$ cat config.mk
export PLATFORM = sky130hd
export DESIGN_NAME = rpw_port
export DESIGN_NICKNAME = d
export VERILOG_FILES = /design/src/rtl/rpw_pkg.sv /design/src/rtl/rpw_sync.sv /design/src/rtl/rpw_pix.sv /design/src/rtl/rpw_port.sv
export SDC_FILE = /design/constraint.sdc
export NUM_CORES = 1
export LEC_CHECK = 0
export ABC_AREA = 1
export BUFFER_PORTS_ARGS = -buffer_cell sky130_fd_sc_hd__buf_2
export CAP_MARGIN = 20
export CORE_ASPECT_RATIO = 1.2
export CORE_MARGIN = 3
export CORE_UTILIZATION = 55
export DETAILED_ROUTE_END_ITERATION = 10
export GPL_TIMING_DRIVEN = 1
export MAX_ROUTING_LAYER = met4
export PLACE_DENSITY = 0.83
export SLEW_MARGIN = 20
export SYNTH_ARGS = -nofsm -noshare
export SYNTH_HDL_FRONTEND = slang
export SYNTH_HIERARCHICAL = 1
export SYNTH_SLANG_ARGS = --single-unit
$ cat constraint.sdc
create_clock -name pclk -period 2.9 [get_ports pclk]
set_clock_uncertainty 0.05 [all_clocks]
set_input_delay 0.145 -clock pclk [delete_from_list [all_inputs] [get_ports pclk]]
set_output_delay 0.145 -clock pclk [all_outputs]
set_load 0.02 [all_outputs]
$ cat src/rtl/rpw_pkg.sv
// Constants shared by the RGB pixel write port design files.
package rpw_pkg;

	// ********************************************************
	// Register byte offsets.
	// ********************************************************
	localparam logic [7:0] ADDR_CTRL  = 8'h00; // Control and polarity.
	localparam logic [7:0] ADDR_START = 8'h04; // Frame start address.
	localparam logic [7:0] ADDR_STAT  = 8'h08; // Live port state.
	localparam logic [7:0] ADDR_LINES = 8'h0c; // Lines per frame.

	// ********************************************************
	// Control register field positions.
	// ********************************************************
	localparam int CTRL_MODE = 0;  // Display timed from the RGB port.
	localparam int CTRL_PATH = 1;  // ram_path_select.
	localparam int CTRL_FAST = 2;  // fast_write_enable.
	localparam int CTRL_WID  = 4;  // rgb_width_select, two bits.
	localparam int CTRL_VPOL = 8;  // vsync_polarity.
	localparam int CTRL_HPOL = 9;  // hsync_polarity.
	localparam int CTRL_EPOL = 10; // enable_polarity.
	localparam int CTRL_DPOL = 11; // dotclk_polarity.
	localparam int CTRL_PART = 12; // Partial display request.
	localparam int CTRL_SCRL = 13; // Scroll request.

	// ********************************************************
	// Reset values and widths.
	// ********************************************************
	localparam logic [31:0] CTRL_RST  = 32'h0000_0000;
	localparam logic [16:0] START_RST = 17'h0_0000;
	localparam logic [9:0]  LINES_RST = 10'h1b0;
	localparam int          AW        = 17; // RAM address width.
	localparam int          DW        = 18; // Pixel width.
	localparam int          LW        = 10; // Line counter width.

	// ********************************************************
	// Bus width codes and frame states.
	// ********************************************************
	localparam logic [1:0] WID_18 = 2'h0;
	localparam logic [1:0] WID_16 = 2'h1;
	localparam logic [1:0] WID_6  = 2'h2;

	typedef enum logic [1:0] {
		ST_IDLE   = 2'b00,
		ST_FPORCH = 2'b01,
		ST_ACTIVE = 2'b10
	} rpw_state_e;

endpackage : rpw_pkg

$ cat src/rtl/rpw_sync.sv
// Two-stage synchroniser for the RGB port pins.
`timescale 1ns/1ps
module rpw_sync #(
	parameter int W = 22
) (
	input  wire logic         pclk,
	input  wire logic         presetn,
	input  wire logic [W-1:0] pin,
	output logic      [W-1:0] sync
);
	// ********************************************************
	// Synchroniser stages.
	// ********************************************************
	logic [W-1:0] s1_q; // First stage, read only by the second.
	logic [W-1:0] s1_d; // Next first stage.
	logic [W-1:0] s2_d; // Next second stage.

	// The next stage values are the pin and the first stage.
	always_comb begin
		s1_d = pin;
		s2_d = s1_q;
	end

	// Both stages reset to zero.
	always_ff @(posedge pclk or negedge presetn) begin
		if (!presetn) begin
			s1_q <= '0;
			sync <= '0;
		end else begin
			s1_q <= s1_d;
			sync <= s2_d;
		end
	end

endmodule : rpw_sync

$ cat src/rtl/rpw_pix.sv
// Pixel assembler: beat counting and bus width handling.
`timescale 1ns/1ps
module rpw_pix
	import rpw_pkg::*;
(
	input  wire logic          pclk,
	input  wire logic          presetn,
	input  wire logic          clr,
	input  wire logic          take,
	input  wire logic [1:0]    mode,
	input  wire logic [DW-1:0] db,
	output logic               pix_valid,
	output logic      [DW-1:0] pix_data,
	output logic      [1:0]    beat
);
	// ********************************************************
	// Assembly state.
	// ********************************************************
	logic [5:0]    red_q, red_d;     // Held red beat.
	logic [5:0]    grn_q, grn_d;     // Held green beat.
	logic [1:0]    beat_d;           // Next beat.
	logic          valid_d;          // Next pixel strobe.
	logic [DW-1:0] data_d;           // Next pixel.

	// In width codes 00, 01 and 10 each taken transfer completes a pixel or holds a beat; code 11 drops it.
	always_comb begin
		beat_d  = beat;
		red_d   = red_q;
		grn_d   = grn_q;
		valid_d = 1'b0;
		data_d  = pix_data;
		if (clr) begin
			beat_d = 2'h0;
		end else if (take) begin
			case (mode)
				WID_6: begin
					// Upper six lines carry red, green, blue in turn.
					case (beat)
						2'h0: begin
							red_d  = db[17:12];
							beat_d = 2'h1;
						end
						2'h1: begin
							grn_d  = db[17:12];
							beat_d = 2'h2;
						end
						default: begin
							data_d  = {red_q, grn_q, db[17:12]};
							valid_d = 1'b1;
							beat_d  = 2'h0;
						end
					endcase
				end
				WID_16: begin
					// Split bus; red and blue copy their top bit down.
					data_d  = {db[17:13], db[17], db[12:10], db[8:6],
						db[5:1], db[5]};
					valid_d = 1'b1;
				end
				WID_18: begin
					data_d  = db;
					valid_d = 1'b1;
				end
				default: begin
					valid_d = 1'b0;
				end
			endcase
		end
	end

	// Register the assembly state.
	always_ff @(posedge pclk or negedge presetn) begin
		if (!presetn) begin
			beat      <= 2'h0;
			red_q     <= 6'h00;
			grn_q     <= 6'h00;
			pix_valid <= 1'b0;
			pix_data  <= 18'h0_0000;
		end else begin
			beat      <= beat_d;
			red_q     <= red_d;
			grn_q     <= grn_d;
			pix_valid <= valid_d;
			pix_data  <= data_d;
		end
	end

	// ********************************************************
	// Checks.
	// ********************************************************
	a_beat_reset: assert property (@(posedge pclk) disable iff (!presetn)
		clr |=> beat == 2'h0)
		else $error("Beat counter not reset by frame start.");
	a_beat_hold: assert property (@(posedge pclk) disable iff (!presetn)
		!take && !clr |=> $stable(beat) && !pix_valid)
		else $error("Beat moved without a transfer.");
	a_six_third: assert property (@(posedge pclk) disable iff (!presetn)
		take && !clr && mode == WID_6 && beat == 2'h2
		|=> pix_valid && pix_data[5:0] == $past(db[17:12]))
		else $error("Third six-bit beat gave no pixel.");
	a_six_early: assert property (@(posedge pclk) disable iff (!presetn)
		take && !clr && mode == WID_6 && beat != 2'h2
		|=> !pix_valid)
		else $error("Pixel completed before third beat.");
	a_wide_direct: assert property (@(posedge pclk) disable iff (!presetn)
		take && !clr && mode == WID_18 |=> pix_valid
		&& pix_data == $past(db))
		else $error("Eighteen-bit transfer not passed whole.");
	c_six_pixel: cover property (@(posedge pclk) disable iff (!presetn)
		mode == WID_6 && pix_valid);

endmodule : rpw_pix

$ cat src/rtl/rpw_port.sv
// RGB pixel write port with APB control registers.
//
// Overview of operation
// - Display timing follows incoming sync and dot clock.
// - Each of four inputs has polarity bit.
// - Pixels written only while enable is active.
// - Concurrent RAM accesses are unsupported; avoid them.
// - Width code 10 selects six-bit upper lines.
// - Six-bit mode builds pixels from three beats.
// - Beat counter resets at each frame start.
// - Width code 01 takes sixteen-bit pixels.
// - Width code 00 takes eighteen-bit pixels.
// - Configuration only through registers; port carries pixels.
// - Partial display and scroll off in RGB mode.
// - Panel timing ticks come from dot clock.
// - Front porch holds until next vertical sync.
// - Frame start reloads address from start register.
`timescale 1ns/1ps
module rpw_port (
	input  wire logic            pclk,
	input  wire logic            presetn,
	input  wire logic [7:0]      paddr,
	input  wire logic            psel,
	input  wire logic            penable,
	input  wire logic            pwrite,
	input  wire logic [31:0]     pwdata,
	output logic      [31:0]     prdata,
	output logic                 pready,
	output logic                 pslverr,
	input  wire logic            vsync_in,
	input  wire logic            hsync_in,
	input  wire logic            enable_in,
	input  wire logic            dotclk_in,
	input  wire logic [17:0]     db_in,
	output logic                 ram_we,
	output logic      [16:0]     ram_addr,
	output logic      [17:0]     ram_wdata,
	output logic                 fast_write,
	output logic                 panel_tick,
	output logic                 line_start,
	output logic                 frame_start,
	output logic                 in_front_porch,
	output logic                 partial_en,
	output logic                 scroll_en
);
	import rpw_pkg::*;

	// ********************************************************
	// Pin synchronisers and edge detection.
	// ********************************************************
	logic [21:0]   pins_s;       // Synchronised pins.
	logic          vs_act;       // Vertical sync at its active level.
	logic          hs_act;       // Horizontal sync at its active level.
	logic          en_act;       // Data enable at its active level.
	logic          dk_norm;      // Dot clock, taken edge made rising.
	logic [2:0]    lvl_q, lvl_d; // Previous vs, hs and dot levels.
	logic          vs_fall;      // Start of a vertical sync pulse.
	logic          hs_fall;      // Start of a horizontal sync pulse.
	logic          dot_edge;     // Taken dot clock edge.
	logic          take;         // A transfer is taken this cycle.

	// Every pin, data included, sees the same two-stage latency.
	rpw_sync #(.W(22)) u_sync (
		.pclk    (pclk),
		.presetn (presetn),
		.pin     ({vsync_in, hsync_in, enable_in, dotclk_in, db_in}),
		.sync    (pins_s)
	);

	// ********************************************************
	// Registers.
	// ********************************************************
	logic [31:0]   ctrl_q, ctrl_d;     // Control and polarity.
	logic [AW-1:0] start_q, start_d;   // ram_start_address.
	logic [LW-1:0] lines_q, lines_d;   // Lines in one frame.
	logic [31:0]   rdata_d;            // Next read data.
	logic          rdy_d, err_d;       // Next pready and pslverr.
	logic          hit;                // Address is mapped.
	logic          wr_now;             // Write completes this edge.
	logic          rgb_mode;           // Display from the RGB port.
	logic          path_sel;           // RAM belongs to the RGB port.
	logic [1:0]    width;              // Bus width code.
	logic [1:0]    beat;               // Six-bit beat position.
	logic          pix_valid;          // Assembled pixel strobe.
	logic [DW-1:0] pix_data;           // Assembled pixel.
	rpw_state_e    state_q, state_d;   // Frame state.
	logic [LW-1:0] line_q, line_d;     // Lines seen in this frame.
	logic [AW-1:0] addr_q, addr_d;     // RAM address counter.

	// Polarity bits set the active level of each input.
	always_comb begin
		rgb_mode = ctrl_q[CTRL_MODE];
		path_sel = ctrl_q[CTRL_PATH];
		width    = ctrl_q[CTRL_WID+1:CTRL_WID];
		vs_act   = ~(pins_s[21] ^ ctrl_q[CTRL_VPOL]);
		hs_act   = ~(pins_s[20] ^ ctrl_q[CTRL_HPOL]);
		en_act   = ~(pins_s[19] ^ ctrl_q[CTRL_EPOL]);
		dk_norm  = pins_s[18] ^ ctrl_q[CTRL_DPOL];
		lvl_d    = {vs_act, hs_act, dk_norm};
		vs_fall  = vs_act & ~lvl_q[2];
		hs_fall  = hs_act & ~lvl_q[1];
		dot_edge = dk_norm & ~lvl_q[0];
	end

	// The APB slave answers with one wait state; unmapped is an error.
	always_comb begin
		ctrl_d  = ctrl_q;
		start_d = start_q;
		lines_d = lines_q;
		hit     = (paddr == ADDR_CTRL) || (paddr == ADDR_START)
			|| (paddr == ADDR_STAT) || (paddr == ADDR_LINES);
		rdy_d   = psel & penable & ~pready;
		err_d   = psel & penable & ~pready & ~hit;
		wr_now  = psel & penable & pready & pwrite & ~pslverr;
		rdata_d = prdata;
		if (psel && penable && !pready) begin
			case (paddr)
				ADDR_CTRL:  rdata_d = ctrl_q;
				ADDR_START: rdata_d = {15'h0000, start_q};
				ADDR_STAT:  rdata_d = {11'h000, state_q, beat, addr_q};
				ADDR_LINES: rdata_d = {22'h00_0000, lines_q};
				default:    rdata_d = 32'h0000_0000;
			endcase
		end
		// Settings arrive only over the bus, never over the pixel lines.
		if (wr_now) begin
			case (paddr)
				ADDR_CTRL:  ctrl_d  = pwdata & 32'h0000_3f37;
				ADDR_START: start_d = pwdata[AW-1:0];
				ADDR_LINES: lines_d = pwdata[LW-1:0];
				default:    ctrl_d  = ctrl_q;
			endcase
		end
	end

	// ********************************************************
	// Frame sequencing and address counter.
	// ********************************************************

	// Frames start at vertical sync and end after the programmed lines.
	always_comb begin
		state_d = state_q;
		line_d  = line_q;
		addr_d  = addr_q;
		case (state_q)
			ST_IDLE: begin
				if (rgb_mode) begin
					state_d = ST_FPORCH;
				end
			end
			ST_FPORCH: begin
				// Stay in the porch until vertical sync comes.
				if (vs_fall) begin
					state_d = ST_ACTIVE;
					line_d  = '0;
				end
			end
			ST_ACTIVE: begin
				if (hs_fall) begin
					line_d = line_q + 1'b1;
					if (line_d >= lines_q) begin
						state_d = ST_FPORCH;
					end
				end
			end
			default: begin
				state_d = ST_IDLE;
			end
		endcase
		if (!rgb_mode) begin
			state_d = ST_IDLE;
		end
		// The address restarts each frame; it moves only per pixel.
		if (rgb_mode && vs_fall) begin
			addr_d = start_q;
		end else if (pix_valid) begin
			addr_d = addr_q + 1'b1;
		end
	end

	// Transfers count only on dot edges with enable active and a path.
	assign take = rgb_mode & dot_edge & en_act & path_sel
		& (state_q == ST_ACTIVE);

	rpw_pix u_pix (
		.pclk      (pclk),
		.presetn   (presetn),
		.clr       (vs_fall),
		.take      (take),
		.mode      (width),
		.db        (pins_s[17:0]),
		.pix_valid (pix_valid),
		.pix_data  (pix_data),
		.beat      (beat)
	);

	// All state outside u_sync and u_pix, and every output, are registered here.
	always_ff @(posedge pclk or negedge presetn) begin
		if (!presetn) begin
			ctrl_q         <= CTRL_RST;
			start_q        <= START_RST;
			lines_q        <= LINES_RST;
			lvl_q          <= 3'h7;
			prdata         <= 32'h0000_0000;
			pready         <= 1'b0;
			pslverr        <= 1'b0;
			state_q        <= ST_IDLE;
			line_q         <= '0;
			addr_q         <= START_RST;
			ram_we         <= 1'b0;
			ram_addr       <= START_RST;
			ram_wdata      <= 18'h0_0000;
			fast_write     <= 1'b0;
			panel_tick     <= 1'b0;
			line_start     <= 1'b0;
			frame_start    <= 1'b0;
			in_front_porch <= 1'b0;
			partial_en     <= 1'b0;
			scroll_en      <= 1'b0;
		end else begin
			ctrl_q         <= ctrl_d;
			start_q        <= start_d;
			lines_q        <= lines_d;
			lvl_q          <= lvl_d;
			prdata         <= rdata_d;
			pready         <= rdy_d;
			pslverr        <= err_d;
			state_q        <= state_d;
			line_q         <= line_d;
			addr_q         <= addr_d;
			ram_we         <= pix_valid & path_sel;
			ram_addr       <= addr_q;
			ram_wdata      <= pix_data;
			fast_write     <= ctrl_q[CTRL_FAST];
			panel_tick     <= rgb_mode & dot_edge;
			line_start     <= rgb_mode & hs_fall;
			frame_start    <= rgb_mode & vs_fall;
			in_front_porch <= state_q == ST_FPORCH;
			partial_en     <= ctrl_q[CTRL_PART] & ~rgb_mode;
			scroll_en      <= ctrl_q[CTRL_SCRL] & ~rgb_mode;
		end
	end

	// ********************************************************
	// Checks.
	// ********************************************************
	a_addr_reload: assert property (@(posedge pclk) disable iff (!presetn)
		rgb_mode && vs_fall |=> addr_q == $past(start_q))
		else $error("Address not reloaded at frame start.");
	a_addr_hold: assert property (@(posedge pclk) disable iff (!presetn)
		!pix_valid && !vs_fall |=> $stable(addr_q))
		else $error("Address moved without a pixel.");
	a_write_enable: assert property (@(posedge pclk) disable iff (!presetn)
		ram_we |-> $past(en_act, 2) && $past(dot_edge, 2))
		else $error("RAM write without enable and dot edge.");
	a_path_gate: assert property (@(posedge pclk) disable iff (!presetn)
		ram_we |-> $past(path_sel, 2))
		else $error("RAM write while system path owns RAM.");
	a_porch_hold: assert property (@(posedge pclk) disable iff (!presetn)
		state_q == ST_FPORCH && rgb_mode && !vs_fall
		|=> state_q == ST_FPORCH)
		else $error("Front porch left without vertical sync.");
	a_partial_off: assert property (@(posedge pclk) disable iff (!presetn)
		rgb_mode |=> !partial_en && !scroll_en)
		else $error("Partial or scroll on in RGB mode.");
	a_panel_tick: assert property (@(posedge pclk) disable iff (!presetn)
		panel_tick |-> $past(dot_edge) && $past(rgb_mode))
		else $error("Panel tick not from a dot clock edge.");
	c_reload: cover property (@(posedge pclk) disable iff (!presetn)
		frame_start ##[1:200] ram_we);
	c_porch: cover property (@(posedge pclk) disable iff (!presetn)
		$rose(in_front_porch));
	c_write: cover property (@(posedge pclk) disable iff (!presetn)
		ram_we ##1 !ram_we);

endmodule : rpw_port

==> run metrics, run 1 <==
status=finished clean; max_cap viols=0; P_leak=5.66 nW; mux contribution to synthesized area=0.00127; register area share after synthesis=0.600; Cell Rows=50; nets=1,189; Layout Cells excl Fill=1,331; Worst path top cell family by delay=simple AND/OR/NAND/NOR gates; XOR/XNOR share of the synthesized area=0.0186; setup bufs post-CTS=0; CTS tree=yes; CTS Buffer Depth=3; Power Density=554 nW/um^2; fillers=1,156; first-pass GRT wire length=32.6 mm; H-tree depth=1; startpoint types=flop; TritonCTS Buffers=21; Post-synth ARST share=1.00; cell area after synthesis=8900 um^2; Vert. Die Dim=145 um; Die Wd=122 um; final worst path period share=0.845; area share of the largest cell type after synthesis=0.579; WL per Instance=14.8 um; Yosys reg bits=213; largest family of logic cells by synthesized area=simple AND/OR/NAND/NOR gates; maximum VDD drop=373 uV; Root Driver=clkbuf_16; Clock Pin Slew Worst Setup and Hold Paths=60 ps; Req. time, crit path=3210 ps; vias in the first global route=6,721; Final Setup Violations=0; DPL Wire Length=13.5 mm; GRT overflow=0; Final ANT Viol Nets=0; cell count after synthesis=948; Max Clock Freq=408 MHz; Initial Utilization=0.567; max-slew violations=0; worst path buffer plus inverter count=2; crit-path max cell delay=450 ps; gr usage total=0.233; Post-CTS Resized=0; CP max stage cell=dfrtp_1; DRC Markers=0; insertion delay to the later sink of the worst-skew pair=490 ps; area leader, netlist=dfrtp_1; Worst path most repeated cell=nand2_1; Rel. slew slack=0.528; cells along the critical path=ha_1, nand2_1, inv_1, nand3_1, nor2_1, nand2_1, xor2_1, inv_1, ha_1, nand2_1, nor2_1, nand3_1, nand3_1, nand2_1, nand2_1, a21boi_0; DR vias/cell=5.16; simple-gate share of the synthesized area=0.226; Ant. Diodes=0; CP Class=reg -> reg; # IOs=144; syn_area_per_cell=9.39 um^2; Area Overhead vs Synth=20.4%; worst-margin pin slew=707 ps; initial antenna violation count=0; ys flop type=dfrtp_1; Iter 0 DRT Violations=633; crit end category=flop; Synth area leaders=dfrtp_1 (58%), nand2_1 (13%), nand3_1 (4.4%); final hold vios=0; Hold WS=51.2 ps; Cell variety after synth=41; via count=6,865; unrepaired setup endpoints after global routing=false; CP arrival=2760 ps; drt first pass iters=5; PortBufs=117; WL final=19.7 mm; clock tree sinks=213; Adder-Cell Fraction of Synth Area=0.0169; Post-Place Cells=1,255; CP max FO=7; die area=17,700 um^2; yosys warns=6; Min-Delay Path Class=in -> reg; Synth Area in Compound Gates=0.0633; Fin Setup TNS=0 ps; hold bufs inserted after CTS=40; layout cells sized above 1=0.191; Final GP Congestion=0.956; EDFF count, synth=0; Period minus WS final=2450 ps; largest net degree at the start of global routing=80; Core Util, Final=0.682; Core Region=15,700 um^2
power by group:
part / total, mW / internal (mW) / switching (mW) / leakage [nW]
clock: 2.66 / 1.60 / 1.07 / 0.334
sequential: 3.04 / 3.01 / 0.0208 / 2.84
combinational: 0.239 / 0.0878 / 0.151 / 2.49
total: 5.94 / 4.70 / 1.24 / 5.66
per-layer routing:
layer / up-vias / track usage / part of all wire
li1: 3288 / - / -
met1: 3222 / 0.327 / 0.43
met2: 301 / 0.352 / 0.46
met3: 54 / 0.0280 / 0.073
met4: 0 / 0.0885 / 0.035
met5: - / - / 0
placed cells by master, fill, tap and decap left out, types with 2 or more instances in the layout:
cell type	count
nand2_1	309
dfrtp_1	206
buf_2	116
inv_1	90
nand3_1	78
dlygate4sd3_1	40
o21ai_0	39
o21ai_1	36
nor2_1	27
clkbuf_16	21
nand2_2	16
xor2_1	15
inv_2	14
ha_1	12
conb_1	11
buf_4	9
nor3_1	8
a21oi_1	7
o211ai_1	7
dfstp_2	7
clkbuf_1	6
o22ai_1	5
nand4_1	4
clkbuf_8	4
nor2_2	3
nor3_2	3
o211ai_2	3
xnor2_1	2
nand3_2	2
clkinv_2	2
bufinv_16	2
buf_12	2
nor2_8	2
nor2_4	2
state kept, by name (all words and copies together), names as in the netlist, 2 cells and up:
signal          count
u_sync/s1_q        22
u_sync/sync        22
prdata             21
ram_wdata          18
u_pix/pix_data     18
addr_q             17
ram_addr           17
start_q            17
ctrl_q             11
line_q             10
lines_q            10
u_pix/grn_q         6
u_pix/red_q         6
lvl_q               3
state_q             2
u_pix/beat          2
synth_stat cells, types with 2 or more instances:
cell and number:
o211ai_1 7, inv_1 90, nand3_2 2, o21ai_1 36, inv_2 14, nand2_1 309
nor3_2 3, buf_2 14, nand3_1 78, o21ai_0 39, dfrtp_1 206, dfstp_2 7
o211ai_2 3, xor2_1 15, nor2_1 27, ha_1 12, nand2_2 16, nor2_8 2
buf_4 14, buf_6 4, nor2_2 3, nor3_1 8, xnor2_1 2, clkbuf_1 6
nand4_1 4, a21oi_1 7, o22ai_1 5, nor2_4 2
through the flow:
| step | cell area (um^2) | power [mW] | setup slack, ps |
|---|---|---|---|
| 4_1_cts | 10700 | 5.98 | 494 |
| 2_1_floorplan | 8940 | 3.17 | 692 |
| 5_1_grt | 10700 | 6.14 | 244 |
| 3_5_place_dp | 9640 | 3.29 | 494 |
| 3_3_place_gp | 9640 | 3.28 | 589 |
| 6_report | 10700 | 5.94 | 449 |
worst register-to-register path, stage by stage, from the launching register on:
cell      delay (ps)
dfrtp_1          450
ha_1             200
nand2_1           70
inv_1            100
nand3_1          100
nor2_1           130
nand2_1           80
xor2_1           170
inv_1             60
ha_1             270
nand2_1           60
nor2_1           170
nand3_1          110
nand3_1           90
nand2_1           50
nand2_1           70
a21boi_0          90
path summary, 6_finish.rpt:
path / startpoint / slack (ps) / end / cells after the start
worst max register to register: line_q[0] / 450 / state_q[1] / 16
min in group asynchronous: presetn / 160 / u_pix/pix_data[6] / 2
worst min register to register: u_sync/s1_q[3] / 300 / u_sync/sync[3] / 0
worst max-delay path: line_q[0] / 450 / state_q[1] / 16
worst min-delay path: paddr[6] / 50 / pslverr / 5
max in group asynchronous: presetn / 1850 / scroll_en / 3
cell families after synthesis:
| group | after synthesis |
|---|---|
| AOI/OAI and AO/OA | 101 |
| other | 1 |
| adders and majority gates | 12 |
| buffers and inverters | 144 |
| muxes | 1 |
| and+or+nand+nor | 458 |
| xor gates and xnor gates | 18 |
| DFF | 213 |
layout make-up:
cell class | count | area, um^2 | share of cell area
clock buffer | 30 | 589 | 0.0550
clock inverter | 6 | 90.1 | 0.00841
inverter | 105 | 397 | 0.0370
multi-input combinational | 601 | 2940 | 0.274
sequential | 213 | 5340 | 0.498
tap | 208 | 260 | 0.0243
timing repair buffer | 168 | 1100 | 0.103
No activity file was read; power rests on OpenSTA's default activity.
==> run 2: changes to the inputs <==
==> constraint.sdc (replaced) <==
create_clock -name pclk -period 2.3 [get_ports pclk]
set_clock_uncertainty 0.05 [all_clocks]
set_input_delay 0.115 -clock pclk [delete_from_list [all_inputs] [get_ports pclk]]
set_output_delay 0.115 -clock pclk [all_outputs]
set_load 0.02 [all_outputs]
==> run 2 against run 1 <==
Against the previous run:
- the run now ends with negative setup slack left
- critical endpoint is now state_q[0]
- first-iteration DRC count is 8.4% higher
- maximum frequency is 4.4% higher
- register-to-register slack worse by 500 ps
- via count is 4.0% higher
- total power is 29% higher
- hold slack better by 15 ps
- sequential cell count stayed put
- worst setup slack worse by 500 ps
- clock power is 32% higher
- critical path type unchanged
- combinational power is 30% higher
- utilization is 1.7 points higher
==> run metrics, run 2 (synthesis results as in run 1) <==
Die Wd=122 um (unchanged); Hold WS=66.3 ps (was 51.2 ps); Power Density=697 nW/um^2 (was 554 nW/um^2); # IOs=144 (unchanged); Endpoint, Worst Hold=pslverr (unchanged); Min-Delay Path Class=in -> reg (unchanged); nets=1,204 (was 1,189); WL final=21.2 mm (was 19.7 mm); gr usage total=0.245 (was 0.233); Rel. slew slack=0.526 (was 0.528); WL per Instance=15.7 um (was 14.8 um); Root Driver=clkbuf_16 (unchanged); fillers=1,150 (was 1,156); Vert. Die Dim=145 um (unchanged); Reg2Reg Capture Point=state_q[0] (was state_q[1]); Ant. Diodes=0 (unchanged); Post-Place Cells=1,264 (was 1,255); crit-path max cell delay=410 ps (was 450 ps); CTS Buffer Depth=3 (unchanged); max_cap viols=0 (unchanged); unrepaired setup endpoints after global routing=true (was false); Final Setup Violations=2 (was 0); Worst path top cell family by delay=simple AND/OR/NAND/NOR gates (unchanged); DR vias/cell=5.30 (was 5.16); cells along the critical path=ha_2, nand2_2, inv_2, nand3_2, nor2_1, nand2_1, xor2_2, inv_2, ha_4, nand2_4, nor2_4, nand3_2, nand3_2, nand2_2, nand2_2, nand3_2, nand2_2 (was ha_1, nand2_1, inv_1, nand3_1, nor2_1, nand2_1, xor2_1, inv_1, ha_1, nand2_1, nor2_1, nand3_1, nand3_1, nand2_1, nand2_1, a21boi_0); placed instance area=9720 um^2 (was 9640 um^2); worst r2r src=line_q[0] (unchanged); CP Class=reg -> reg (unchanged); max-slew violations=0 (unchanged); Final GP Congestion=0.908 (was 0.956); hold depth=5 (unchanged); status=complete, but fails checks (was finished clean); final worst path period share=1.02 (was 0.845); Area Overhead vs Synth=23.4% (was 20.4%); clock tree sinks=213 (unchanged); initial antenna violation count=0 (unchanged); commonest non-fill, non-tap cell in the layout=nand2_1 (unchanged); Hold Startpoint=paddr[1] (was paddr[6]); largest net degree at the start of global routing=57 (was 80); maximum VDD drop=515 uV (was 373 uV); Req. time, crit path=2680 ps (was 3210 ps); biggest regs=u_sync/s1_q: 22 flops, u_sync/sync: 22 flops, prdata: 21 flops (unchanged); Final ANT Viol Nets=0 (unchanged); Layout Cells excl Fill=1,347 (was 1,331); TritonCTS Buffers=21 (unchanged); startpoint types=flop (unchanged); DPL Wire Length=14.0 mm (was 13.5 mm); failing checks=negative setup slack; Max Clock Freq=426 MHz (was 408 MHz); vias in the first global route=6,870 (was 6,721); crit end category=flop (unchanged); most frequent cells in the layout=nand2_1 (303), dfrtp_1 (206), buf_2 (116) (was nand2_1 (309), dfrtp_1 (206), buf_2 (116)); R2R cell count=17 (was 16); R2R Setup Slk=-50 ps (was 450 ps); Initial Utilization=0.567 (unchanged); CP max stage cell=dfrtp_1 (unchanged); drt first pass iters=5 (unchanged); DRC Markers=0 (unchanged); P_leak=5.77 nW (was 5.66 nW); die area=17,700 um^2 (unchanged); CP max FO=4 (was 7); H-tree depth=1 (unchanged); PortBufs=117 (unchanged); Period minus WS final=2350 ps (was 2450 ps); worst-margin pin slew=711 ps (was 707 ps); CP arrival=2730 ps (was 2760 ps); first-pass GRT wire length=34.3 mm (was 32.6 mm); worst path buffer plus inverter count=2 (unchanged); Fin Setup TNS=-64.4 ps (was 0 ps); Core Region=15,700 um^2 (unchanged); Iter 0 DRT Violations=686 (was 633); Clock Pin Slew Worst Setup and Hold Paths=70 ps (was 60 ps); final worst setup slack=-47.9 ps (was 449 ps); GRT overflow=0 (unchanged); Cell Rows=50 (unchanged); Finished Cell Area=11,000 um^2 (was 10,700 um^2); CTS tree=yes (unchanged); insertion delay to the later sink of the worst-skew pair=490 ps (about the same); final hold vios=0 (unchanged); layout cells sized above 1=0.225 (was 0.191); via count=7,138 (was 6,865)
==> run 2: per-stage QoR <==
stage	utilization	total power, mW	setup WS, ps
CTS	0.691	7.71	8.21
floorplan	-	4.00	91.8
global route	0.699	7.93	-213
finish	0.699	7.65	-47.9
detailed placement	0.619	4.15	-20.3
global placement	0.619	4.15	59.9
==> run 2: worst max-delay path by stage <==
stage                    from                 to  slack (ps)  cells past startpoint
floorplan           ctrl_q[0]  u_pix/pix_data[0]          90                     10
global placement    line_q[0]         state_q[1]          60                     16
detailed placement  line_q[0]         state_q[1]         -20                     16
CTS                 line_q[0]         state_q[0]           8                     17
global route        line_q[0]         state_q[0]        -210                     17
finish              line_q[0]         state_q[0]         -50                     17
==> run 2: layout make-up <==
class,count,area (um^2),area share
Clock buffer,25,571,0.0520
Clock inverter,12,148,0.0134
Inverter,105,397,0.0361
Multi-Input combinational cell,602,3050,0.277
Sequential cell,213,5340,0.486
Tap cell,208,260,0.0237
Timing Repair Buffer,182,1220,0.111
==> run 2: power breakdown <==
group          internal [mW]  leakage, nW  total (mW)  switching (mW)
registers               3.80         2.84        3.83          0.0267
clock network           2.12        0.358        3.51            1.40
logic                  0.117         2.57       0.311           0.194
==> run 2: worst reg2reg max path: stages (launching register included) <==
cell and delay, ps:
dfrtp_1 410, ha_2 220, nand2_2 70, inv_2 80, nand3_2 70, nor2_1 110
nand2_1 90, xor2_2 170, inv_2 70, ha_4 280, nand2_4 60, nor2_4 130
nand3_2 110, nand3_2 110, nand2_2 50, nand2_2 60, nand3_2 60, nand2_2 70
==> run 2: per-layer routing <==
metal  wire [um]  global-route usage  share of wire
met1        8750               0.342           0.41
met2       10000               0.382           0.47
met3        1800              0.0346          0.085
met4         575              0.0678          0.027
met5           0                   -              0
==> run 2: what timing repair did <==
item | 4_1_cts | 5_1_grt
buffers inserted | 2 | 3
hold endpoints to repair | 246 | 0
gates cloned | 0 | 1
endpoints found under the setup margin | 2 | 20
gates resized for setup | 4 | 21
pin swaps | 2 | 8
hold buffers | 40 | 0
